<file path="config.mk">
export PLATFORM = sky130hd
export DESIGN_NAME = dsps_seq
export DESIGN_NICKNAME = d
export VERILOG_FILES = /design/src/core/dsps_pkg.sv /design/src/core/dsps_seq.sv
export SDC_FILE = /design/constraint.sdc
export NUM_CORES = 1
export LEC_CHECK = 0
export BUFFER_PORTS_ARGS = -buffer_cell sky130_fd_sc_hd__buf_2
export CAP_MARGIN = 20
export CORE_MARGIN = 4
export CORE_UTILIZATION = 53
export DETAILED_ROUTE_END_ITERATION = 8
export GPL_TIMING_DRIVEN = 0
export PLACE_DENSITY = 0.72
export SKIP_LAST_GASP = 1
export SYNTH_ARGS = -nofsm -noshare
export SYNTH_HDL_FRONTEND = slang
export SYNTH_SLANG_ARGS = --single-unit
</file>
<file path="constraint.sdc">
create_clock -name clk -period 2.1 [get_ports clk]
set_input_delay 0.42 -clock clk [delete_from_list [all_inputs] [get_ports clk]]
set_output_delay 0.42 -clock clk [all_outputs]
set_load 0.02 [all_outputs]
</file>
<file path="src/core/dsps_pkg.sv">
// constants and types for the dual slope phase sequencer
package dsps_pkg;
  localparam int unsigned CLK_DIV         = 4;     // oscillator pulses per count
  localparam int unsigned CYCLE_COUNTS    = 4000;  // counts per full measurement cycle
  localparam int unsigned SI_COUNTS       = 1000;  // fixed signal integrate length
  localparam int unsigned RI_MAX_COUNTS   = 2000;  // reference integrate allotment
  localparam int unsigned AZ_MIN_COUNTS   = 1000;  // auto-zero floor
  localparam int unsigned BP_DIV          = 800;   // backplane divide ratio
  localparam int unsigned BP_HALF         = BP_DIV / 2;
  localparam int unsigned CNT_W           = 12;
  localparam int unsigned PRE_W           = 2;
  localparam int unsigned BP_W            = 9;

  localparam logic [CNT_W-1:0] CYCLE_LAST = CNT_W'(CYCLE_COUNTS - 1);
  localparam logic [CNT_W-1:0] SI_LAST    = CNT_W'(SI_COUNTS - 1);
  localparam logic [CNT_W-1:0] RI_LAST    = CNT_W'(RI_MAX_COUNTS - 1);
  localparam logic [CNT_W-1:0] RI_FULL    = CNT_W'(RI_MAX_COUNTS);
  localparam logic [CNT_W-1:0] AZ_LAST    = CNT_W'(AZ_MIN_COUNTS - 1);
  localparam logic [CNT_W-1:0] AZ_START   = CNT_W'(CYCLE_COUNTS - AZ_MIN_COUNTS); // reset position
  localparam logic [PRE_W-1:0] PRE_LAST   = PRE_W'(CLK_DIV - 1);
  localparam logic [BP_W-1:0]  BP_LAST    = BP_W'(BP_HALF - 1);

  typedef enum logic [1:0] {
    DSPS_AZ,
    DSPS_SI,
    DSPS_RI
  } dsps_phase_t;

  typedef struct packed {
    dsps_phase_t      phase;
    logic [PRE_W-1:0] pre;       // divide-by-four prescaler
    logic [CNT_W-1:0] cyc;       // position within the 4000-count cycle
    logic [CNT_W-1:0] ph_cnt;    // counts spent in current phase
    logic [CNT_W-1:0] reading;   // latched magnitude
    logic             neg;       // latched polarity
    logic             over;      // latched over range
    logic             valid;     // one-cycle new reading pulse
    logic [BP_W-1:0]  bp_cnt;    // backplane half-period counter
    logic             bp;        // backplane level
  } dsps_state_t;
endpackage : dsps_pkg

</file>
<file path="src/core/dsps_seq.sv">
// dual slope converter timing, counting and backplane core
`timescale 1ns/1ps
`default_nettype none

// Operation
// - count enable is the oscillator clock divided by four.
// - full cycle is exactly 4000 counts, 16000 oscillator pulses.
// - cycle length never depends on input magnitude.
// - auto-zero lasts 1000 to 3000 counts.
// - unused reference integrate time is added to auto-zero.
// - signal integrate lasts exactly 1000 counts.
// - reference integrate runs 0 to 2000 counts, ends on comparator zero.
// - minus indicator active for negative input, follows input sense.
// - full scale reading equals 2000 counts.
// - backplane toggles to give oscillator divided by 800.
// - sign decided at end of signal integrate, even below one count.
module dsps_seq (
  input  wire logic              clk,
  input  wire logic              rst,
  input  wire logic              cmp_zero,      // integrator returned to zero
  input  wire logic              cmp_neg,       // integrator sign after signal integrate
  output logic                   az_en,         // auto-zero switches closed
  output logic                   si_en,         // input connected to integrator
  output logic                   ri_en,         // reference connected to integrator
  output logic                   ref_flip,      // reference applied in opposite sense
  output logic [dsps_pkg::CNT_W-1:0] reading,
  output logic                   minus,
  output logic                   over_range,
  output logic                   reading_valid,
  output logic                   backplane
);

  // registered state and its next value
  dsps_pkg::dsps_state_t s_q;
  dsps_pkg::dsps_state_t s_d;

  // count tick and wrap events
  logic                       tick;
  logic                       bp_wrap;
  logic                       cyc_wrap;

  // phase decodes of the registered phase
  logic                       in_az;
  logic                       in_si;
  logic                       in_ri;

  // phase end events, all on count ticks
  logic                       si_done;
  logic                       ri_zero;
  logic                       ri_full;
  logic                       ri_done;

  // counter values one step on
  logic [dsps_pkg::PRE_W-1:0] pre_inc;
  logic [dsps_pkg::CNT_W-1:0] cyc_inc;
  logic [dsps_pkg::CNT_W-1:0] ph_inc;
  logic [dsps_pkg::BP_W-1:0]  bp_inc;

  // one count per four oscillator pulses
  assign tick     = (s_q.pre == dsps_pkg::PRE_LAST);

  // half period of 400 pulses gives divide by 800
  assign bp_wrap  = (s_q.bp_cnt == dsps_pkg::BP_LAST);

  // last count of the 4000-count cycle
  assign cyc_wrap = tick && (s_q.cyc == dsps_pkg::CYCLE_LAST);

  // phase decodes
  assign in_az    = (s_q.phase == dsps_pkg::DSPS_AZ);
  assign in_si    = (s_q.phase == dsps_pkg::DSPS_SI);
  assign in_ri    = (s_q.phase == dsps_pkg::DSPS_RI);

  // signal integrate ends on its 1000th count
  assign si_done  = tick && in_si && (s_q.ph_cnt == dsps_pkg::SI_LAST);

  // reference integrate ends on zero or full allotment
  assign ri_zero  = tick && in_ri && cmp_zero;
  assign ri_full  = tick && in_ri && (s_q.ph_cnt == dsps_pkg::RI_LAST);

  // zero wins over a full allotment on the same count
  assign ri_done  = ri_zero || ri_full;

  // counter increments at register width
  assign pre_inc  = s_q.pre + 1'b1;
  assign cyc_inc  = s_q.cyc + 1'b1;
  assign ph_inc   = s_q.ph_cnt + 1'b1;
  assign bp_inc   = s_q.bp_cnt + 1'b1;

  // next state: counters, phase moves and latched results
  always_comb begin
    // hold by default, new reading pulse cleared
    s_d       = s_q;
    s_d.valid = 1'b0;

    // prescaler runs on every oscillator pulse
    s_d.pre   = pre_inc;

    // backplane toggles at each half period
    if (bp_wrap) begin
      s_d.bp_cnt = '0;
      s_d.bp     = ~s_q.bp;
    end else begin
      s_d.bp_cnt = bp_inc;
    end

    // cycle position wraps at 4000 counts
    // wrap is fixed, independent of reading
    if (cyc_wrap) begin
      s_d.cyc = '0;
    end else if (tick) begin
      s_d.cyc = cyc_inc;
    end

    // counts spent in the current phase
    if (tick) begin
      s_d.ph_cnt = ph_inc;
    end

    // phase sequence, moves on count ticks only
    if (tick) begin
      unique case (s_q.phase)
        dsps_pkg::DSPS_AZ: begin
          // auto-zero ends only with the cycle, after at least 1000 counts
          // leftover reference time stays in auto-zero
          if (cyc_wrap) begin
            s_d.phase  = dsps_pkg::DSPS_SI;
            s_d.ph_cnt = '0;
          end
        end

        dsps_pkg::DSPS_SI: begin
          if (si_done) begin
            s_d.phase  = dsps_pkg::DSPS_RI;
            s_d.ph_cnt = '0;
          end
        end

        dsps_pkg::DSPS_RI: begin
          // stop on zero crossing or at 2000 counts
          if (ri_done) begin
            s_d.phase  = dsps_pkg::DSPS_AZ;
            s_d.ph_cnt = '0;
          end
        end

        // unused phase code falls back to auto-zero
        default: begin
          s_d.phase  = dsps_pkg::DSPS_AZ;
          s_d.ph_cnt = '0;
        end
      endcase
    end

    // sign captured at end of signal integrate
    if (si_done) begin
      s_d.neg = cmp_neg;
    end

    // latch magnitude at reference end, flag over range
    if (ri_zero) begin
      s_d.reading = s_q.ph_cnt;
      s_d.over    = 1'b0;
    end else if (ri_full) begin
      s_d.reading = dsps_pkg::RI_FULL;
      s_d.over    = 1'b1;
    end

    // one-cycle new reading pulse
    if (ri_done) begin
      s_d.valid = 1'b1;
    end
  end

  // state register
  // first auto-zero after reset lasts the minimum 1000 counts
  always_ff @(posedge clk) begin
    if (rst) begin
      s_q <= '{
        phase:   dsps_pkg::DSPS_AZ,
        cyc:     dsps_pkg::AZ_START,
        default: '0
      };
    end else begin
      s_q <= s_d;
    end
  end

  // auto-zero switches closed
  assign az_en         = in_az;

  // input connected to the integrator
  assign si_en         = in_si;

  // reference connected to the integrator
  assign ri_en         = in_ri;

  // reference sense follows the latched sign
  assign ref_flip      = s_q.neg;

  // latched magnitude
  assign reading       = s_q.reading;

  assign minus         = s_q.neg;

  // latched over range flag
  assign over_range    = s_q.over;

  // new reading pulse
  assign reading_valid = s_q.valid;

  // backplane square wave
  assign backplane     = s_q.bp;

endmodule // dsps_seq

`default_nettype wire

</file>
Yosys cells after proc, flatten, opt, wreduce, memory -nomap -nowiden
Index checks and enable logic that the tools add are counted.
{"block": "word_totals", "ff_bits": 53, "inputBits": 4, "out_inout_bits": 20}
{"block": "op_classes", "reduce_logical": 14, "bitwise": 1, "n_eq_ne": 10, "addsub": 4, "n_mux": 15}
{"operator": "$mux 12", "n": 9}
{"operator": "$pmux 12 s3", "n": 1}
{"operator": "$add 12x1->12 const B", "n": 2}
{"operator": "$eq 12x10->1 const B", "n": 1}
{"operator": "$eq 12x11->1 const B", "n": 1}
{"operator": "$eq 12x12->1 const B", "n": 1}
{"operator": "$add 9x1->9 const B", "n": 1}
{"operator": "$eq 9x9->1 const B", "n": 1}
{"operator": "$logic_and 1x1->1", "n": 6}
{"operator": "$mux 2", "n": 3}
{"operator": "$ne 2x1->1 const B", "n": 3}
{"operator": "$pmux 2 s3", "n": 1}
{"operator": "$reduce_or 2->1", "n": 3}
{"operator": "$eq 2x2->1 const B", "n": 2}
{"operator": "$reduce_and 4->1", "n": 1}
{"operator": "$reduce_bool 2->1", "n": 2}
{"operator": "$add 2x1->2 const B", "n": 1}
{"operator": "$eq 2x1->1 const B", "n": 1}
{"operator": "$logic_not 2->1", "n": 1}
{"operator": "$logic_or 1x1->1", "n": 1}
{"operator": "$mux 1", "n": 1}
{"operator": "$not 1->1", "n": 1}

Logic depth before layout (Yosys ltp)
Gate-level depths: netlist of the first run.
{"block": "logic_depth", "depth_word": 7, "mapped_depth": 7}

Worst setup path after synthesis of the first run
Ideal clock, no wire load.
{"block": "synth_path", "path_kind": "reg-to-reg", "from": "register s_q[49] (netlist name)", "to": "register (tool-made name)", "stages_incl_launch_ff": 8, "synth_period_minus_slack_ps": 1578, "setup_ps": 123, "t_arrival_ps": 1455, "required_time_ps": 1977, "path_slack_ps": 522, "path_cell_list": "dfxtp_1 ha_1 buf_4 and4_1 nand4_1 nand3_1 buf_2 a21oi_2"}
{"element": "from (decl)", "line": "dsps_seq.sv:34", "source": "dsps_pkg::dsps_state_t s_q;"}
{"element": "from (signal assigned)", "line": "dsps_seq.sv:178", "source": "s_q <= '{"}

Final worst setup path of the first run
{"block": "layout_path", "from": "register s_q[49] (netlist name)", "to": "register s_q[32] (netlist name)"}
{"block": "layout_between", "elab_chain_cells": 7, "word_cells_on_any_way": 14, "classes_between": "eq/ne (1); mux (6); reduce/logical (7)"}
{"element": "$eq 2x2->1 *", "line": "dsps_seq.sv:60", "source": "assign tick = (s_q.pre == dsps_pkg::PRE_LAST);"}
{"element": "$logic_and 1x1->1", "line": "dsps_seq.sv:77, dsps_seq.sv:78"}
{"element": "$logic_and 1x1->1 (on tied branches)", "line": "dsps_seq.sv:77, dsps_seq.sv:78"}
{"element": "$logic_or 1x1->1", "line": "dsps_seq.sv:81", "source": "assign ri_done = ri_zero || ri_full;"}
{"element": "$mux 12", "line": "dsps_seq.sv:140", "source": "if (ri_done) begin"}
{"element": "$pmux 12 s3", "line": "dsps_seq.sv:121", "source": "unique case (s_q.phase)"}
{"element": "$mux 12 *", "line": "dsps_seq.sv:120", "source": "if (tick) begin"}
Mark *: on every way between the ends. The rest lies on a longest branch, timed or not.
A chain may end at the register's enable or synchronous reset.

==> results of run 1 <==
[critical path: stages (launching register included)]
cell	delay (ns)
dfxtp_1	0.35
ha_1	0.22
buf_4	0.19
and4_1	0.27
nand4_1	0.16
nand3_1	0.15
buf_2	0.32
a21oi_2	0.09
[synth_stat cells (2+ instances only)]
library cell and n:
o21ai_0 3, a21oi_1 10, dfxtp_1 53, a21oi_2 11, xor2_1 14, mux2i_1 2
nand3_1 14, ha_1 4, clkbuf_1 6, nand2_1 21, and4_1 4, nand2b_1 2
o21bai_1 4, inv_1 6, nor2_1 32, or3_1 3, and3_1 6, nor2b_1 2
buf_4 14, buf_6 4, nor3_1 11, nand3_2 2, buf_2 4, and4_4 2
xnor2_1 13, nand4_1 9, nand4b_1 2, and2_1 2, o21a_1 6
[power by group through the flow]
| stage | logic [mW] | clock network (mW) | registers [mW] |
|---|---|---|---|
| after CTS | 0.0847 | 0.694 | 1.03 |
| final | 0.0830 | 0.666 | 1.03 |
| after global routing | 0.0944 | 0.729 | 1.03 |
| after detailed placement | 0.0843 | 0 | 1.06 |
| after global placement | 0.0816 | 0 | 1.06 |
| after floorplan | 0.0646 | 0 | 1.05 |
[sequential cells by signal, summed over array words and instances (netlist names), named ones only]
signal	cells
backplane	1
minus	1
over_range	1
reading	12
reading_valid	1
s_q	36
[cells by family after synthesis]
| kind of cell | Yosys count | synth area share |
|---|---|---|
| XOR/XNOR | 27 | 0.0928 |
| adder cells (fa/ha/maj) | 4 | 0.0196 |
| AND/OR/NAND/NOR | 119 | 0.255 |
| AO/OA/AOI/OAI | 43 | 0.124 |
| buffers and inverters | 34 | 0.0844 |
| flip-flops | 53 | 0.416 |
| multiplexers | 2 | 0.00786 |
[final cells by class]
cell class	count	area [µm²]	share of cell area
buffer	28	193	0.0681
clock buffer	5	68.8	0.0243
clock inverter	2	35.0	0.0124
inverter	6	22.5	0.00796
multi-input combinational	195	1270	0.450
sequential	53	1060	0.375
tap	52	65.1	0.0230
timing repair buffer	22	110	0.0389
[through the flow]
step / std cells / hold WS (ns)
4_1_cts: 363 / 0.354
6_report: 363 / 0.358
2_1_floorplan: 282 / 0.399
3_5_place_dp: 356 / 0.427
5_1_grt: 363 / 0.371
3_3_place_gp: 356 / 0.408
[metal layers]
metal	up-vias	routed length [µm]	GRT usage
li1	1020	-	-
met4	0	54	0.0605
met1	962	2320	0.213
met3	4	206	0.0394
met5	-	0	0
met2	37	2320	0.305
[worst max-delay path by stage]
stage | startpoint | endpoint | slack, ns | depth (start not counted)
6_report | s_q[49]$_SDFF_PP0_ | s_q[32]$_SDFF_PP0_ | 0.24 | 7
5_1_grt | s_q[49]$_SDFF_PP0_ | s_q[35]$_SDFF_PP0_ | 0.04 | 7
4_1_cts | s_q[49]$_SDFF_PP0_ | s_q[32]$_SDFF_PP0_ | 0.24 | 7
3_5_place_dp | s_q[49]$_SDFF_PP0_ | s_q[34]$_SDFF_PP0_ | 0.26 | 7
3_3_place_gp | s_q[49]$_SDFF_PP0_ | s_q[33]$_SDFF_PP0_ | 0.27 | 7
2_1_floorplan | s_q[49]$_SDFF_PP0_ | flip-flop | 0.52 | 7
==> flow_metrics.py, run 1 <==
metrics = {
    "status": {
        "status": "completed",
    },
    "route": {
        "firstDrtPassIters": 4,
        "wl_mm": 4.90,
        "ant_nets": 0,
        "drc": 0,
        "post_drt_via_cell_ratio": 5.57,
        "via_count": 2023,
        "wl_per_cell_um": 13.5,
        "drt-initial-drc-count": 95,
    },
    "placement": {
        "port_buffers": 22,
        "dp_hpwl_mm": 3.53,
        "gp_congestion": 0.816,
        "placed_area_mm2": 0.00272,
        "post-place-ws_ns": 0.258,
    },
    "finish": {
        "diodes": 0,
        "final_common_cell": "dfxtp_1",
        "final_area_mm2": 0.00283,
        "n_fill_cell": 428,
        "syn2layout_area_growth_pct": 10.9,
        "fin_util": 0.628,
        "drive_above_1_share": 0.222,
        "num-nets-final": 319,
        "final_cell_mix": "dfxtp_1 (53), nor2_1 (32), buf_2 (26)",
    },
    "hold_path": {
        "hold_end": "minus$_SDFFE_PP0P_",
        "whs_path_depth": 3,
        "min_path_type": "in -> reg",
        "hold_start": "cmp_neg",
    },
    "cts": {
        "clock_tree.buffer_depth": 2,
        "htree_levels": 2,
        "cts.sinks": 53,
        "cts_setup_buffers": 0,
        "ctsResizeCount": 0,
        "insertion_delay_ns": 0.30,
        "clk_pin_slew_ns": 0.09,
        "cts_made_buffers": 5,
        "hold_buffers": 0,
        "cts_tree": "done",
        "root_buffer": "clkbuf_8",
    },
    "timing": {
        "fin_ws_ns": 0.238,
        "skew_ns": 0.00672,
        "fin_tns_setup_ns": 0,
        "worst_pin_slew_ns": 0.535,
        "final-setup-viol-count": 0,
        "fmax_mhz": 537,
        "maxSlewViolCount": 0,
        "hold_viol": 0,
        "min_period_ns": 1.86,
        "rsz0062_at_grt": "false",
        "max_slew_margin": 0.643,
        "fin_crit_sh": 0.887,
    },
    "critical_path": {
        "reg2regPathDepth": 7,
        "r2r-end": "s_q[32]$_SDFF_PP0_",
        "timing_worst_setup_path_type": "reg -> reg",
        "crit_arrival_ns": 2.05,
        "cp.required_ns": 2.29,
        "worstSetupEndpointType": "flip-flop",
        "crit_path_start_kind": "flip-flop",
        "path_max_fanout": 10,
        "reg2reg_slack_ns": 0.24,
        "r2r_start": "s_q[49]$_SDFF_PP0_",
    },
    "yosys": {
        "ys.flop_type": "dfxtp_1",
        "ys_seq_area_frac": 0.416,
        "synth_largest_area_cell": "dfxtp_1",
        "async_reset_ff_frac": 0,
        "synth_seq_cells": 53,
        "ys_warn_count": 0,
        "ys_types": 45,
        "syn_area_mm2": 0.00255,
        "synth_edf_count": 0,
        "ys_top_cells_by_area": "dfxtp_1 (42%), xor2_1 (4.8%), nor2_1 (4.7%)",
        "syn_inst": 282,
        "synth_nets": 290,
        "syn_area_per_cell_um2": 9.04,
        "yosysTopAreaCellShare": 0.416,
    },
    "power": {
        "powerDensity_mw_per_mm2": 630,
        "peakVddDrop_mv": 0.556,
        "p_clk_frac": 0.374,
        "intPower_mw": 1.40,
        "p_seq_frac": 0.579,
        "switching_share": 0.216,
        "p_comb_frac": 0.047,
        "finalPower_mw": 1.78,
        "p_switching_mw": 0.384,
        "cellLeakagePower_nw": 1.18,
    },
    "die": {
        "core_mm2": 0.00450,
        "die_width_um": 77.3,
        "start_util": 0.566,
        "die_h_um": 77.3,
        "boundaryPins": 24,
        "die_area_mm2": 0.00598,
        "fp-row-count": 24,
    },
    "global_routing": {
        "antenna_found_initial": 0,
        "grt_max_degree": 16,
        "overflow": 0,
        "grt_pass1_wl_mm": 8.70,
        "grt_usage": 0.175,
        "grt_pass1_vias": 1994,
    },
    "job": {
        "cap_violations": 0,
    },
}
Power figures use the tool's default switching activity.
==> inputs of run 2 (changes only) <==
--- a/config.mk
+++ b/config.mk
@@ -7,7 +7,6 @@
 export LEC_CHECK = 0
 export BUFFER_PORTS_ARGS = -buffer_cell sky130_fd_sc_hd__buf_2
 export CAP_MARGIN = 20
-export CORE_MARGIN = 4
 export CORE_UTILIZATION = 53
 export DETAILED_ROUTE_END_ITERATION = 8
 export GPL_TIMING_DRIVEN = 0
==> run 2 against run 1 <==
Effect of this change:
- the run now ends with DRC left
- critical path depth unchanged
- non-clock buffer count unchanged
- routed wire length decreased by 2.5%
- via count decreased by 0.84%
- clock skew increased by 0.0020 ns
- clock power decreased by 1%
- cell count unchanged
- critical endpoint is now s_q[34]$_SDFF_PP0_
==> flow_metrics.py, run 2 (synthesis gave the netlist of run 1 again) <==
metrics = {
    "die": {
        "die_h_um": 71.3,
        "core_mm2": 0.00447,
        "die_area_mm2": 0.00509,
        "die_width_um": 71.3,
        "fp-row-count": 24,
        "start_util": 0.570,
        "boundaryPins": 24,
    },
    "global_routing": {
        "overflow": 0,
        "grt_max_degree": 16,
        "grt_pass1_vias": 1832,
        "grt_usage": 0.209,
        "grt_pass1_wl_mm": 8.42,
        "antenna_found_initial": 0,
    },
    "power": {
        "finalPower_mw": 1.77,
        "cellLeakagePower_nw": 1.18,
        "peakVddDrop_mv": 0.422,
        "powerDensity_mw_per_mm2": 627,
    },
    "job": {
        "cap_violations": 0,
    },
    "timing": {
        "max_slew_margin": 0.647,
        "fin_tns_setup_ns": 0,
        "holdWs_ns": 0.364,
        "min_period_ns": 1.88,
        "hold_viol": 0,
        "fmax_mhz": 531,
        "final-setup-viol-count": 0,
        "fin_crit_sh": 0.897,
        "rsz0062_at_grt": "false",
        "skew_ns": 0.00870,
        "maxSlewViolCount": 0,
        "worst_pin_slew_ns": 0.530,
    },
    "route": {
        "post_drt_via_cell_ratio": 5.53,
        "ant_nets": 0,
        "drt-initial-drc-count": 121,
        "firstDrtPassIters": 6,
        "wl_mm": 4.78,
        "wl_per_cell_um": 13.2,
        "via_count": 2006,
        "drc": 4,
    },
    "critical_path": {
        "path_max_fanout": 10,
        "max_stage_delay_ns": 0.34,
        "reg2regPathDepth": 7,
        "crit_buf_inv": 2,
        "cp.required_ns": 2.29,
        "worstSetupEndpointType": "flip-flop",
        "worstSetupPathDepth": 7,
        "cp_cell_sequence": "ha_1 -> buf_4 -> and4_1 -> nand4_1 -> nand3_1 -> buf_2 -> a21oi_2",
        "crit_slowest_cell": "dfxtp_1",
        "crit_arrival_ns": 2.07,
        "timing_worst_setup_path_type": "reg -> reg",
        "crit_path_start_kind": "flip-flop",
        "crit_family": "simple AND/OR/NAND/NOR gates",
        "r2r_start": "s_q[49]$_SDFF_PP0_",
        "critPathLaunch": "s_q[49]$_SDFF_PP0_",
    },
    "cts": {
        "cts_setup_buffers": 0,
        "htree_levels": 2,
        "clock_tree.buffer_depth": 2,
        "cts_tree": "done",
        "ctsResizeCount": 0,
        "clk_pin_slew_ns": 0.09,
        "root_buffer": "clkbuf_8",
        "hold_buffers": 0,
        "cts_made_buffers": 5,
        "insertion_delay_ns": 0.31,
        "cts.sinks": 53,
    },
    "status": {
        "status": "complete, but fails checks",
        "violations": "DRC",
    },
    "finish": {
        "fin_util": 0.632,
        "final_common_cell": "dfxtp_1",
        "syn2layout_area_growth_pct": 10.9,
        "largest_register_ffs": 36,
        "diodes": 0,
        "finalNonFillerCells": 363,
        "final_cell_mix": "dfxtp_1 (53), nor2_1 (32), buf_2 (26)",
        "num-nets-final": 319,
        "drive_above_1_share": 0.222,
        "n_fill_cell": 403,
        "top_register": "s_q",
    },
    "placement": {
        "dp_hpwl_mm": 3.41,
        "port_buffers": 22,
        "post-place-cells": 356,
        "gp_congestion": 0.859,
    },
    "hold_path": {
        "whs_path_depth": 3,
        "min_path_type": "in -> reg",
        "hold_start": "cmp_neg",
    },
}
==> run 2: power breakdown <==
part	switching, mW	internal (mW)
registers	0.0129	1.02
logic	0.0508	0.0315
clock network	0.312	0.347
total	0.376	1.40
==> run 2: final timing paths <==
path,slack (ns),end
min reg2reg,0.43,s_q[49]$_SDFF_PP0_
min,0.36,minus$_SDFFE_PP0P_
max,0.22,s_q[34]$_SDFF_PP0_
max reg2reg,0.22,s_q[34]$_SDFF_PP0_
==> run 2: metal layers <==
metal | share of wire | global-route usage | up-vias
li1 | - | - | 1026
met1 | 0.48 | 0.282 | 939
met2 | 0.46 | 0.335 | 34
met3 | 0.043 | 0.0422 | 7
met4 | 0.013 | 0.0711 | 0
met5 | 0 | 0 | -
==> run 2: layout make-up <==
type,instances,area (µm²),share of cell area
timing repair buffer,22,110,0.0389
clock inverter,2,35.0,0.0124
buffer,28,193,0.0681
inverter,6,22.5,0.00796
sequential,53,1060,0.375
tap,52,65.1,0.0230
multi-input combinational,195,1270,0.450
clock buffer,5,68.8,0.0243
==> run 2: worst min-delay path: cells and delay by family <==
family	cells	cell delay, ns
AND/OR/NAND/NOR	1	0.05
AO/OA/AOI/OAI	1	0.06
buffers and inverters	1	0.10
==> run 2: per-stage QoR <==
step / instance area (µm²) / worst slack (ns)
after floorplan: 2550 / 0.522
after global placement: 2720 / 0.251
after detailed placement: 2720 / 0.241
after CTS: 2830 / 0.224
after global routing: 2830 / 0.0624
final: 2830 / 0.217
==> inputs of run 3 (changes only) <==
--- a/config.mk
+++ b/config.mk
@@ -7,6 +7,7 @@
 export LEC_CHECK = 0
 export BUFFER_PORTS_ARGS = -buffer_cell sky130_fd_sc_hd__buf_2
 export CAP_MARGIN = 20
+export CORE_MARGIN = 2
 export CORE_UTILIZATION = 53
 export DETAILED_ROUTE_END_ITERATION = 8
 export GPL_TIMING_DRIVEN = 0
==> run 3 against run 2 <==
Effect of this change:
- the flow now finishes without violations
- highest routed layer unchanged
- setup slack better by 0.021 ns
- first-iteration DRC count up 12%
- count of clock-buffer cells in the layout grew 1
- clock skew increased by 0.00080 ns
- fmax increased by 1.1%
==> flow_metrics.py, run 3 (synthesis gave the netlist of run 1 again) <==
metrics = {
    "global_routing": {
        "grt_pass1_vias": 1743,
        "grt_usage": 0.193,
        "overflow": 0,
        "grt_max_degree": 16,
        "grt_pass1_wl_mm": 8.10,
        "antenna_found_initial": 0,
    },
    "cts": {
        "htree_levels": 2,
        "clock_tree.buffer_depth": 2,
        "root_buffer": "clkbuf_8",
        "hold_buffers": 0,
        "cts_made_buffers": 5,
        "clk_pin_slew_ns": 0.09,
        "cts.sinks": 53,
        "ctsResizeCount": 0,
        "cts_tree": "done",
        "insertion_delay_ns": 0.30,
        "cts_setup_buffers": 0,
    },
    "power": {
        "cellLeakagePower_nw": 1.17,
        "peakVddDrop_mv": 0.530,
        "powerDensity_mw_per_mm2": 592,
        "finalPower_mw": 1.66,
    },
    "route": {
        "wl_per_cell_um": 13.2,
        "dr_wl_met3_um": 119,
        "via_count": 1967,
        "drc": 0,
        "ant_nets": 0,
        "met1Wirelength_mm": 2.45,
        "drt-initial-drc-count": 135,
        "post_drt_via_cell_ratio": 5.37,
        "firstDrtPassIters": 4,
        "wl_mm": 4.81,
        "routed-wl-met2_mm": 2.18,
        "top_layer_used": "met4",
    },
    "critical_path": {
        "worstSetupEndpointType": "flip-flop",
        "cp_cell_sequence": "ha_1 -> buf_4 -> and4_1 -> nand4_1 -> nand3_1 -> buf_2 -> a21oi_2",
        "timing_worst_setup_path_type": "reg -> reg",
        "crit_buf_inv": 2,
        "path_max_fanout": 10,
        "cp.required_ns": 2.28,
        "crit_path_start_kind": "flip-flop",
        "max_stage_delay_ns": 0.34,
        "crit_arrival_ns": 2.05,
        "crit_family": "simple AND/OR/NAND/NOR gates",
        "crit_slowest_cell": "dfxtp_1",
    },
    "hold_path": {
        "min_path_type": "in -> reg",
    },
    "finish": {
        "drive_above_1_share": 0.221,
        "largest_register_ffs": 36,
        "fin_util": 0.599,
        "num-nets-final": 319,
        "top_register": "s_q",
        "final_cell_mix": "dfxtp_1 (53), nor2_1 (32), buf_2 (26)",
        "diodes": 0,
        "final_common_cell": "dfxtp_1",
        "syn2layout_area_growth_pct": 10.2,
    },
    "die": {
        "core_mm2": 0.00469,
        "die_h_um": 73.3,
        "start_util": 0.543,
        "fp-row-count": 25,
        "boundaryPins": 24,
        "die_width_um": 73.3,
        "die_area_mm2": 0.00538,
    },
    "placement": {
        "port_buffers": 22,
        "post-place-ws_ns": 0.264,
        "gp_congestion": 0.800,
        "dp_hpwl_mm": 3.42,
    },
    "job": {
        "cap_violations": 0,
    },
    "timing": {
        "skew_ns": 0.00950,
        "worst_pin_slew_ns": 0.561,
        "final-setup-viol-count": 0,
        "rsz0062_at_grt": "false",
        "min_period_ns": 1.86,
        "maxSlewViolCount": 0,
        "fmax_mhz": 537,
        "max_slew_margin": 0.626,
        "fin_ws_ns": 0.237,
        "fin_tns_setup_ns": 0,
        "hold_viol": 0,
        "fin_crit_sh": 0.887,
    },
    "status": {
        "status": "completed",
    },
}
## run 3: changes by cell type in the layout (fill, tap and decap cells not counted)
cell / change
bufinv_16: -1
clkbuf_1: +1
clkinv_2: +1
## run 3: per-stage QoR
stage          hold WS [ns]  cell area (µm²)  cells
5_1_grt               0.381             2810    366
6_report              0.358             2810    366
3_3_place_gp          0.411             2730    358
3_5_place_dp          0.416             2730    358
2_1_floorplan         0.399             2550    282
4_1_cts               0.357             2810    366
## run 3: final cells by class
type,count,area [µm²]
Clock inverter,2,10.0
Fill cell,429,1880
Multi-Input combinational cell,195,1270
Buffer,28,193
Sequential cell,53,1060
Timing Repair Buffer,22,110
Inverter,6,22.5
Tap cell,54,67.6
Clock buffer,6,72.6
## run 3: worst min-delay path: stages
cell and delay (ns):
buf_2 0.10, nand3_1 0.05, a21oi_1 0.05
## run 3: path summary, 6_finish.rpt
| path | start | end | slack, ns | depth (start not counted) |
|---|---|---|---|---|
| worst max-delay path | s_q[49]$_SDFF_PP0_ | s_q[26]$_SDFF_PP0_ | 0.24 | 7 |
| worst min-delay path | cmp_neg | minus$_SDFFE_PP0P_ | 0.36 | 3 |
| worst max register to register | s_q[49]$_SDFF_PP0_ | s_q[26]$_SDFF_PP0_ | 0.24 | 7 |
| worst min register to register | s_q[49]$_SDFF_PP0_ | s_q[49]$_SDFF_PP0_ | 0.43 | 1 |
## run 3: report_power, final
group | internal [mW] | total [mW] | switching (mW)
clock | 0.232 | 0.547 | 0.315
combinational | 0.0316 | 0.0837 | 0.0521
sequential | 1.02 | 1.03 | 0.0127
total | 1.28 | 1.66 | 0.380
## run 3: routing by layer
metal	up-vias	track usage
li1	1025	-
met1	910	0.263
met2	27	0.313
met3	5	0.0370
met4	0	0.0545
met5	-	0
